<file path="config.mk">
export PLATFORM = sky130hd
export DESIGN_NAME = scdt_top
export DESIGN_NICKNAME = d
export VERILOG_FILES = /design/src/shared/scdt_pkg.sv /design/src/scdt_sync.sv /design/src/scdt_top.sv
export VERILOG_INCLUDE_DIRS = /design/src /design/src/shared
export SDC_FILE = /design/constraint.sdc
export NUM_CORES = 1
export LEC_CHECK = 0
export BUFFER_PORTS_ARGS = -buffer_cell sky130_fd_sc_hd__buf_2
export CELL_PAD_IN_SITES_DETAIL_PLACEMENT = 1
export CELL_PAD_IN_SITES_GLOBAL_PLACEMENT = 1
export CORE_ASPECT_RATIO = 0.8
export CORE_MARGIN = 2
export CORE_UTILIZATION = 33
export CTS_CLUSTER_SIZE = 28
export DETAILED_ROUTE_END_ITERATION = 7
export MAX_ROUTING_LAYER = met4
export PLACE_DENSITY_LB_ADDON = 0.12
export SLEW_MARGIN = 0
export SYNTH_ARGS = -nofsm -noshare
export SYNTH_HDL_FRONTEND = slang
export SYNTH_HIERARCHICAL = 1
export SYNTH_SLANG_ARGS = --single-unit
</file>
<file path="constraint.sdc">
create_clock -name mclk -period 3.2 [get_ports mclk]
set_input_delay 0.64 -clock mclk [delete_from_list [all_inputs] [get_ports mclk]]
set_output_delay 0.64 -clock mclk [all_outputs]
set_load 0.01 [all_outputs]
</file>
<file path="src/shared/scdt_map.svh">
`ifndef SCDT_MAP_SVH
`define SCDT_MAP_SVH

// ==========================================
// Register offsets
`define SCDT_OFS_TRIM      8'h00
`define SCDT_OFS_DIV       8'h01
`define SCDT_OFS_STATUS    8'h02

// ==========================================
// Field layout of the divide control and status registers
`define SCDT_CE_BIT        7
`define SCDT_SEL_MSB       3
`define SCDT_SEL_LSB       0
`define SCDT_CE_ONLY       8'h80
`define SCDT_STAT_BUSY_BIT 4

// ==========================================
// Reset values and counts
`define SCDT_SEL_RST_PLAIN 4'h0
`define SCDT_SEL_RST_DIV8  4'h3
`define SCDT_SEL_MAX       4'h8
`define SCDT_CE_WINDOW     3'h4
`define SCDT_BOOT_CYC      2'h3
`define SCDT_CNT_ONES      8'hff

`endif

</file>
<file path="src/shared/scdt_pkg.sv">
`include "scdt_map.svh"

package scdt_pkg;

    typedef enum logic [2:0] {
        ST_IDLE     = 3'h1,
        ST_WAIT_OLD = 3'h2,
        ST_WAIT_NEW = 3'h4
    } scdt_state_t;

    typedef struct packed {
        scdt_state_t state;
        logic [3:0]  act;
        logic [3:0]  sel;
        logic        ce;
        logic [2:0]  ce_cnt;
        logic [7:0]  trim;
        logic [7:0]  cnt;
        logic [1:0]  boot;
        logic        sys_en;
        logic        pin;
        logic        pin_oe;
        logic [7:0]  rdata;
    } scdt_regs_t;

endpackage

</file>
<file path="src/scdt_sync.sv">
module scdt_sync #(
    parameter int WIDTH = 1
) (
    input  wire logic             mclk, // Source clock
    input  wire logic             rst,  // Async reset
    input  wire logic [WIDTH-1:0] d,    // Foreign level
    output logic      [WIDTH-1:0] q     // Synchronised level
);
    logic [WIDTH-1:0] meta_q;

    always_ff @(posedge mclk or posedge rst) begin
        if (rst) begin
            meta_q <= '0;
            q      <= '0;
        end else begin
            meta_q <= d;
            q      <= meta_q;
        end
    end
endmodule

</file>
<file path="src/scdt_top.sv">
// Summary of operation
// [RQ1] Fuse programmed: system clock drives output pin
// [RQ2] Clock stays on pin during reset
// [RQ3] Pin carries the divided clock; held high at factor 1 instead
// [RQ4] One divided enable feeds all clock domains
// [RQ5] Division change is glitch free, no overspeed
// [RQ6] Switch: old period then new, two edges
// [RQ7] Counter runs on undivided clock, not readable
// [RQ8] Software: enable write, value within four cycles
// [RQ9] Enable bit set only with others zero
// [RQ10] Enable clears after four cycles or value write
// [RQ11] Rewriting enable neither restarts nor clears window
// [RQ12] Software keeps interrupts off during sequence
// [RQ13] Reset select: zero, or three with fuse
// [RQ14] Select field accepts any value at run time
// [RQ15] Select code n divides by two to n; codes above 8 divide by 256 instead
// [RQ16] Trim loads factory value at reset, writable
// [RQ17] Trim top bit picks overlapping frequency range
// [RQ18] Lower trim bits tune monotonically within range
// [RQ19] Software keeps oscillator below limit during writes
// [RQ20] Unused select bits read zero, ignore writes
module scdt_top (
    input  wire logic       mclk,                 // Undivided source clock
    input  wire logic       rst,                  // Async power-on reset
    input  wire logic [7:0] bus_addr,             // Register address
    input  wire logic [7:0] bus_wdata,            // Write data
    input  wire logic       bus_wr,               // Write strobe
    input  wire logic       bus_rd,               // Read strobe
    output logic      [7:0] bus_rdata,            // Read data, cycle after strobe
    input  wire logic       chip_reset,           // Chip reset level, async
    input  wire logic       clock_output_fuse,    // High when fuse programmed
    input  wire logic       divide_by_eight_fuse, // High when fuse programmed
    input  wire logic [7:0] factory_trim,         // Factory calibration value
    input  wire logic       port_pin_out,         // Ordinary port drive value
    input  wire logic       port_pin_oe,          // Ordinary port drive enable
    output logic            clock_output_pin_o,   // Output pin value
    output logic            clock_output_pin_oe,  // Output pin enable
    output logic            sys_clk_en,           // Divided clock enable, all domains
    output logic            trim_range_select,    // Oscillator range
    output logic      [6:0] trim_fine_value       // Oscillator fine tune
);
    // ==========================================
    // Input synchronisers
    logic       chip_reset_s;
    logic       clock_output_fuse_s;
    logic       div8_s;
    logic [7:0] factory_s;

    scdt_sync #(.WIDTH(11)) u_sync (
        .mclk (mclk),
        .rst  (rst),
        .d    ({chip_reset, clock_output_fuse, divide_by_eight_fuse, factory_trim}),
        .q    ({chip_reset_s, clock_output_fuse_s, div8_s, factory_s})
    );

    // ==========================================
    // State
    scdt_pkg::scdt_regs_t s_q;
    scdt_pkg::scdt_regs_t s_d;

    logic       load;
    logic       wr_div;
    logic       wr_ok;
    logic       tick;
    logic [3:0] n_eff;
    logic [7:0] mask;
    logic [3:0] load_sel;

    always_comb begin
        n_eff    = (s_q.act > `SCDT_SEL_MAX) ? `SCDT_SEL_MAX : s_q.act;
        mask     = ~(`SCDT_CNT_ONES << n_eff);                // [RQ15]
        tick     = ((s_q.cnt & mask) == mask);
        load     = (s_q.boot != 2'h0) || chip_reset_s;
        load_sel = div8_s ? `SCDT_SEL_RST_DIV8 : `SCDT_SEL_RST_PLAIN;
        wr_div   = bus_wr && !load && (bus_addr == `SCDT_OFS_DIV);
        wr_ok    = wr_div && s_q.ce && !bus_wdata[`SCDT_CE_BIT];
    end

    always_comb begin
        s_d        = s_q;
        s_d.rdata  = 8'h00;
        s_d.cnt    = s_q.cnt + 8'h01;                      // [RQ7]
        s_d.sys_en = tick;                                 // [RQ4]

        if (s_q.boot != 2'h0) begin
            s_d.boot = s_q.boot - 2'h1;
        end

        // Switch waits for an old edge, then runs a full new period
        unique case (s_q.state)
            scdt_pkg::ST_IDLE: begin
            end
            scdt_pkg::ST_WAIT_OLD: begin
                if (tick) begin                            // [RQ5] [RQ6]
                    s_d.act   = s_q.sel;
                    s_d.cnt   = 8'h00;
                    s_d.state = scdt_pkg::ST_WAIT_NEW;
                end
            end
            scdt_pkg::ST_WAIT_NEW: begin
                if (tick) begin                            // [RQ6]
                    s_d.state = scdt_pkg::ST_IDLE;
                end
            end
            default: begin
                s_d.state = scdt_pkg::ST_IDLE;
            end
        endcase

        // Change-enable window
        if (s_q.ce) begin
            s_d.ce_cnt = s_q.ce_cnt - 3'h1;
            if (s_q.ce_cnt == 3'h1) begin
                s_d.ce = 1'b0;                             // [RQ10]
            end
        end

        if (load) begin
            // Reset also switches glitch free, so the pin stays clean
            s_d.sel    = load_sel;                         // [RQ13]
            s_d.trim   = factory_s;                        // [RQ16]
            s_d.ce     = 1'b0;
            s_d.ce_cnt = 3'h0;
            if (s_q.act != load_sel || s_q.sel != load_sel) begin
                s_d.state = scdt_pkg::ST_WAIT_OLD;
            end
        end else if (bus_wr) begin
            if (bus_addr == `SCDT_OFS_TRIM) begin
                s_d.trim = bus_wdata;                      // [RQ16]
            end
            if (wr_div && bus_wdata == `SCDT_CE_ONLY && !s_q.ce) begin // [RQ11]
                s_d.ce     = 1'b1;                         // [RQ9]
                s_d.ce_cnt = `SCDT_CE_WINDOW;
            end
            if (wr_ok) begin
                // Upper bits 6..4 are dropped; reserved codes pass as written
                s_d.sel    = bus_wdata[`SCDT_SEL_MSB:`SCDT_SEL_LSB]; // [RQ14] [RQ20]
                s_d.ce     = 1'b0;                         // [RQ10]
                s_d.ce_cnt = 3'h0;
                s_d.state  = scdt_pkg::ST_WAIT_OLD;
            end
        end

        if (bus_rd) begin
            unique case (bus_addr)
                `SCDT_OFS_TRIM:   s_d.rdata = s_q.trim;
                `SCDT_OFS_DIV:    s_d.rdata = {s_q.ce, 3'h0, s_q.sel};  // [RQ20]
                `SCDT_OFS_STATUS: s_d.rdata = {3'h0, s_q.state != scdt_pkg::ST_IDLE, s_q.act};
                default:          s_d.rdata = 8'h00;
            endcase
        end

        // Pin shows counter bit n-1: a square wave at the divided rate.
        // At factor 1 a flop cannot carry the source clock; pin then holds high.
        if (n_eff == 4'h0) begin
            s_d.pin = 1'b1;                                // [RQ3]
        end else begin
            s_d.pin = s_d.cnt[3'(n_eff - 4'h1)];          // [RQ3]
        end
        if (!clock_output_fuse_s) begin
            s_d.pin = port_pin_out;
        end
        s_d.pin_oe = clock_output_fuse_s ? 1'b1 : port_pin_oe;         // [RQ1] [RQ2]
    end

    always_ff @(posedge mclk or posedge rst) begin
        if (rst) begin
            s_q        <= '0;
            s_q.state  <= scdt_pkg::ST_IDLE;
            s_q.boot   <= `SCDT_BOOT_CYC;
        end else begin
            s_q <= s_d;
        end
    end

    // ==========================================
    // Outputs
    assign bus_rdata           = s_q.rdata;
    assign clock_output_pin_o  = s_q.pin;
    assign clock_output_pin_oe = s_q.pin_oe;
    assign sys_clk_en          = s_q.sys_en;
    assign trim_range_select   = s_q.trim[7];                  // [RQ17]
    assign trim_fine_value     = s_q.trim[6:0];                // [RQ18]
endmodule

</file>
==> results.json <==
{
  "status": "complete, no violations",
  "period_minus_slack_ps": 2833,
  "ys_types": 45,
  "dp_slack_ps": 271.7,
  "grt_max_degree": 45,
  "finalSetupViolCount": 0,
  "core_um2": 8921,
  "timing.rr.start": "s_q[40]",
  "yosys_warnings": 6,
  "synth_top_cells_by_count": "63 x dfrtp_1, 26 x nand2_1, 23 x nor2_1",
  "end_kind": "flop",
  "switching_share": 0.2440,
  "yosysTopAreaCell": "dfrtp_1",
  "cts_tree": "done",
  "vdd_drop_max_v": 0.0003005,
  "drt_iter0_markers": 89,
  "slew_viol_final": 0,
  "avgSynthCellArea_um2": 10.98,
  "powerDensity_nw_per_um2": 535.8,
  "grt_setup_unrepaired": "no",
  "final_area_um2": 3555,
  "clockPowerShare": 0.477,
  "criticalPathCategory": "flop to flop",
  "max_cap_violations": 0,
  "synth-edff-count": 0,
  "fin_setup_tns_ps": 0,
  "die-area_um2": 9863,
  "rrSetupSlack_ps": 370,
  "min_to": "u_sync/q[1]",
  "yosysMostFrequentCell": "dfrtp_1",
  "seq_area_um2": 1655,
  "cp.arrival_ps": 3040,
  "cts_resized": 0,
  "synth_top_cell_area_share": 0.5261,
  "grt_first_pass_wirelength_um": 11240,
  "syn-cell-area_um2": 2997,
  "synth_area_leaders": "dfrtp_1 53%, mux2i_1 4.7%, buf_4 4.0%",
  "worstMarginPinSlew_ps": 751.9,
  "htree_levels": 3,
  "io_buffers": 51,
  "antenna_found_initial": 0,
  "die_w_um": 110.5,
  "synth-seq-cells": 66,
  "cts_sinks": 66,
  "gr-total-overflow": 0,
  "hold_violations": 0,
  "synthArstFlopShare": 1.000,
  "vias": 2053,
  "ant_nets": 0,
  "p_int_mw": 1.440,
  "clock_skew_ps": 6.313,
  "die_y_um": 89.23,
  "area_growth_pct": 18.62,
  "whs_ps": 348.2,
  "hold_path.class": "flop to flop",
  "diodes": 0,
  "dr.pass1.iters": 4,
  "max_freq_mhz": 353.0,
  "yosysSeqAreaShare": 0.5524,
  "worst_slack_ps": 367.1,
  "io_pins": 52,
  "clk_path_buf_depth": 2,
  "wire_per_inst_um": 15.33,
  "netlist_instances": 273,
  "start_util": 0.3359,
  "hold_buffers": 0,
  "leakage_nw": 1.625,
  "cts-root-buf": "clkbuf_16",
  "r2r_cells": 8,
  "crit_path_max_fanout": 15,
  "slew_headroom": 0.4982,
  "place_area_um2": 3273,
  "worstPathRequired_ps": 3410,
  "rows": 31,
  "vias_per_cell": 4.720,
  "period_share": 0.8853,
  "place.gp.congestion": 0.8136,
  "reg2reg_to": "s_q[37]",
  "power.switching_mw": 0.4647,
  "min_from": "u_sync/meta_q[1]",
  "grt_pass1_vias": 2117,
  "min_path_cells": 0,
  "syn_nets": 313,
  "worstSetupStartpointType": "flop",
  "clock_latency_ps": 330,
  "nets": 355,
  "cts-buffers-inserted": 9,
  "cts_setup_buffers": 0,
  "wl_um": 6668,
  "drc": 0,
  "synth_flop_cell": "dfrtp_1",
  "multi_input_area_um2": 1139,
  "seq_power_share": 0.465,
  "comb_power_share": 0.059,
  "drive_gt1_frac": 0.2688,
  "hpwlAfterDp_um": 4894,
  "grt_usage": 0.1528,
  "clkTransAtPathRegs_ps": 60,
  "nFillCells": 1004
}
[worst max-delay path by stage]
stage | startpoint | end | slack, ps | cells past startpoint
2_1_floorplan | s_q[40] | clock_output_pin_o | 690 | 10
6_report | s_q[40] | s_q[37] | 370 | 8
3_5_place_dp | s_q[40] | clock_output_pin_o | 270 | 9
3_3_place_gp | s_q[40] | clock_output_pin_o | 340 | 9
5_1_grt | s_q[40] | s_q[37] | 130 | 8
4_1_cts | s_q[40] | clock_output_pin_o | 250 | 9
[critical path, stage by stage, from the launching register on]
cell	delay (ps)
dfrtp_1	470
inv_1	120
nand2_1	120
inv_1	50
ha_1	170
o311a_1	360
nor4_4	420
and2_1	580
mux2_2	410
[metal layers]
layer  global-route usage  vias to the layer above  share of wire
met4              0.03409                        0         0.0096
met3              0.05153                        6          0.042
met2               0.2209                       41           0.42
li1                     -                     1012              -
met5                    -                        -              0
met1               0.2092                      994           0.53
[per-stage QoR]
| step | cells | utilization | total power, mW |
|---|---|---|---|
| 6_report | 435 | 0.3985 | 1.905 |
| 2_1_floorplan | 273 | - | 0.9648 |
| 5_1_grt | 435 | 0.3985 | 1.997 |
| 3_3_place_gp | 419 | 0.3669 | 1.014 |
| 4_1_cts | 435 | 0.3982 | 1.943 |
| 3_5_place_dp | 419 | 0.3669 | 1.015 |
[kinds of logic after synthesis]
| group | count (synthesis) | share of synthesized area |
|---|---|---|
| adder cells (fa/ha/maj) | 7 | 0.02923 |
| flip-flops | 66 | 0.5524 |
| AO/OA/AOI/OAI | 43 | 0.09520 |
| XOR/XNOR | 10 | 0.02923 |
| AND/OR/NAND/NOR | 91 | 0.1578 |
| multiplexers | 18 | 0.06555 |
| buffers and inverters | 38 | 0.07056 |
[sequential cells by signal (all words and copies together), names as in the netlist]
| name | count |
|---|---|
| trim_range_select | 1 |
| trim_fine_value | 7 |
| bus_rdata | 8 |
| u_sync/meta_q | 11 |
| clock_output_pin_oe | 1 |
| sys_clk_en | 1 |
| s_q | 25 |
| clock_output_pin_o | 1 |
| u_sync/q | 11 |
[cells in the final DEF, fill, tap and decap left out, types with 3 or more instances in the layout]
| cell | synthesis | final |
|---|---|---|
| and3_1 | 4 | 4 |
| nand2b_1 | 3 | 3 |
| nor2_1 | 23 | 23 |
| nand4_1 | 3 | 3 |
| ha_1 | 7 | 7 |
| dfrtp_1 | 63 | 63 |
| mux2i_1 | 14 | 14 |
| dfstp_2 | 3 | 3 |
| nand2_1 | 26 | 26 |
| inv_1 | 14 | 13 |
| a21oi_1 | 6 | 6 |
| mux2_2 | 3 | 3 |
| nor2b_1 | 5 | 4 |
| a21boi_0 | 3 | 3 |
| clkinvlp_4 | 0 | 3 |
| xor2_1 | 5 | 5 |
| clkbuf_16 | 0 | 9 |
| o21ai_0 | 17 | 17 |
| nand3_1 | 6 | 6 |
| buf_2 | 1 | 51 |
| a31oi_1 | 3 | 3 |
| xnor2_1 | 5 | 5 |
| buf_4 | 16 | 4 |
| and2_1 | 5 | 5 |
[power by group through the flow]
stage / clock (mW) / sequential [mW] / combinational, mW
final: 0.908 / 0.885 / 0.112
after global routing: 0.980 / 0.889 / 0.128
after CTS: 0.942 / 0.886 / 0.115
after detailed placement: 0 / 0.901 / 0.115
after global placement: 0 / 0.899 / 0.114
after floorplan: 0 / 0.892 / 0.0723
[final cells by class]
cell class,count,share of cell area
timing repair buffer,55,0.08025
multi-input combinational,169,0.3203
clock buffer,9,0.06336
clock inverter,7,0.01514
sequential,66,0.4657
tap,115,0.04048
inverter,14,0.01478
Note: power is estimated with default switching activity, not from simulation.
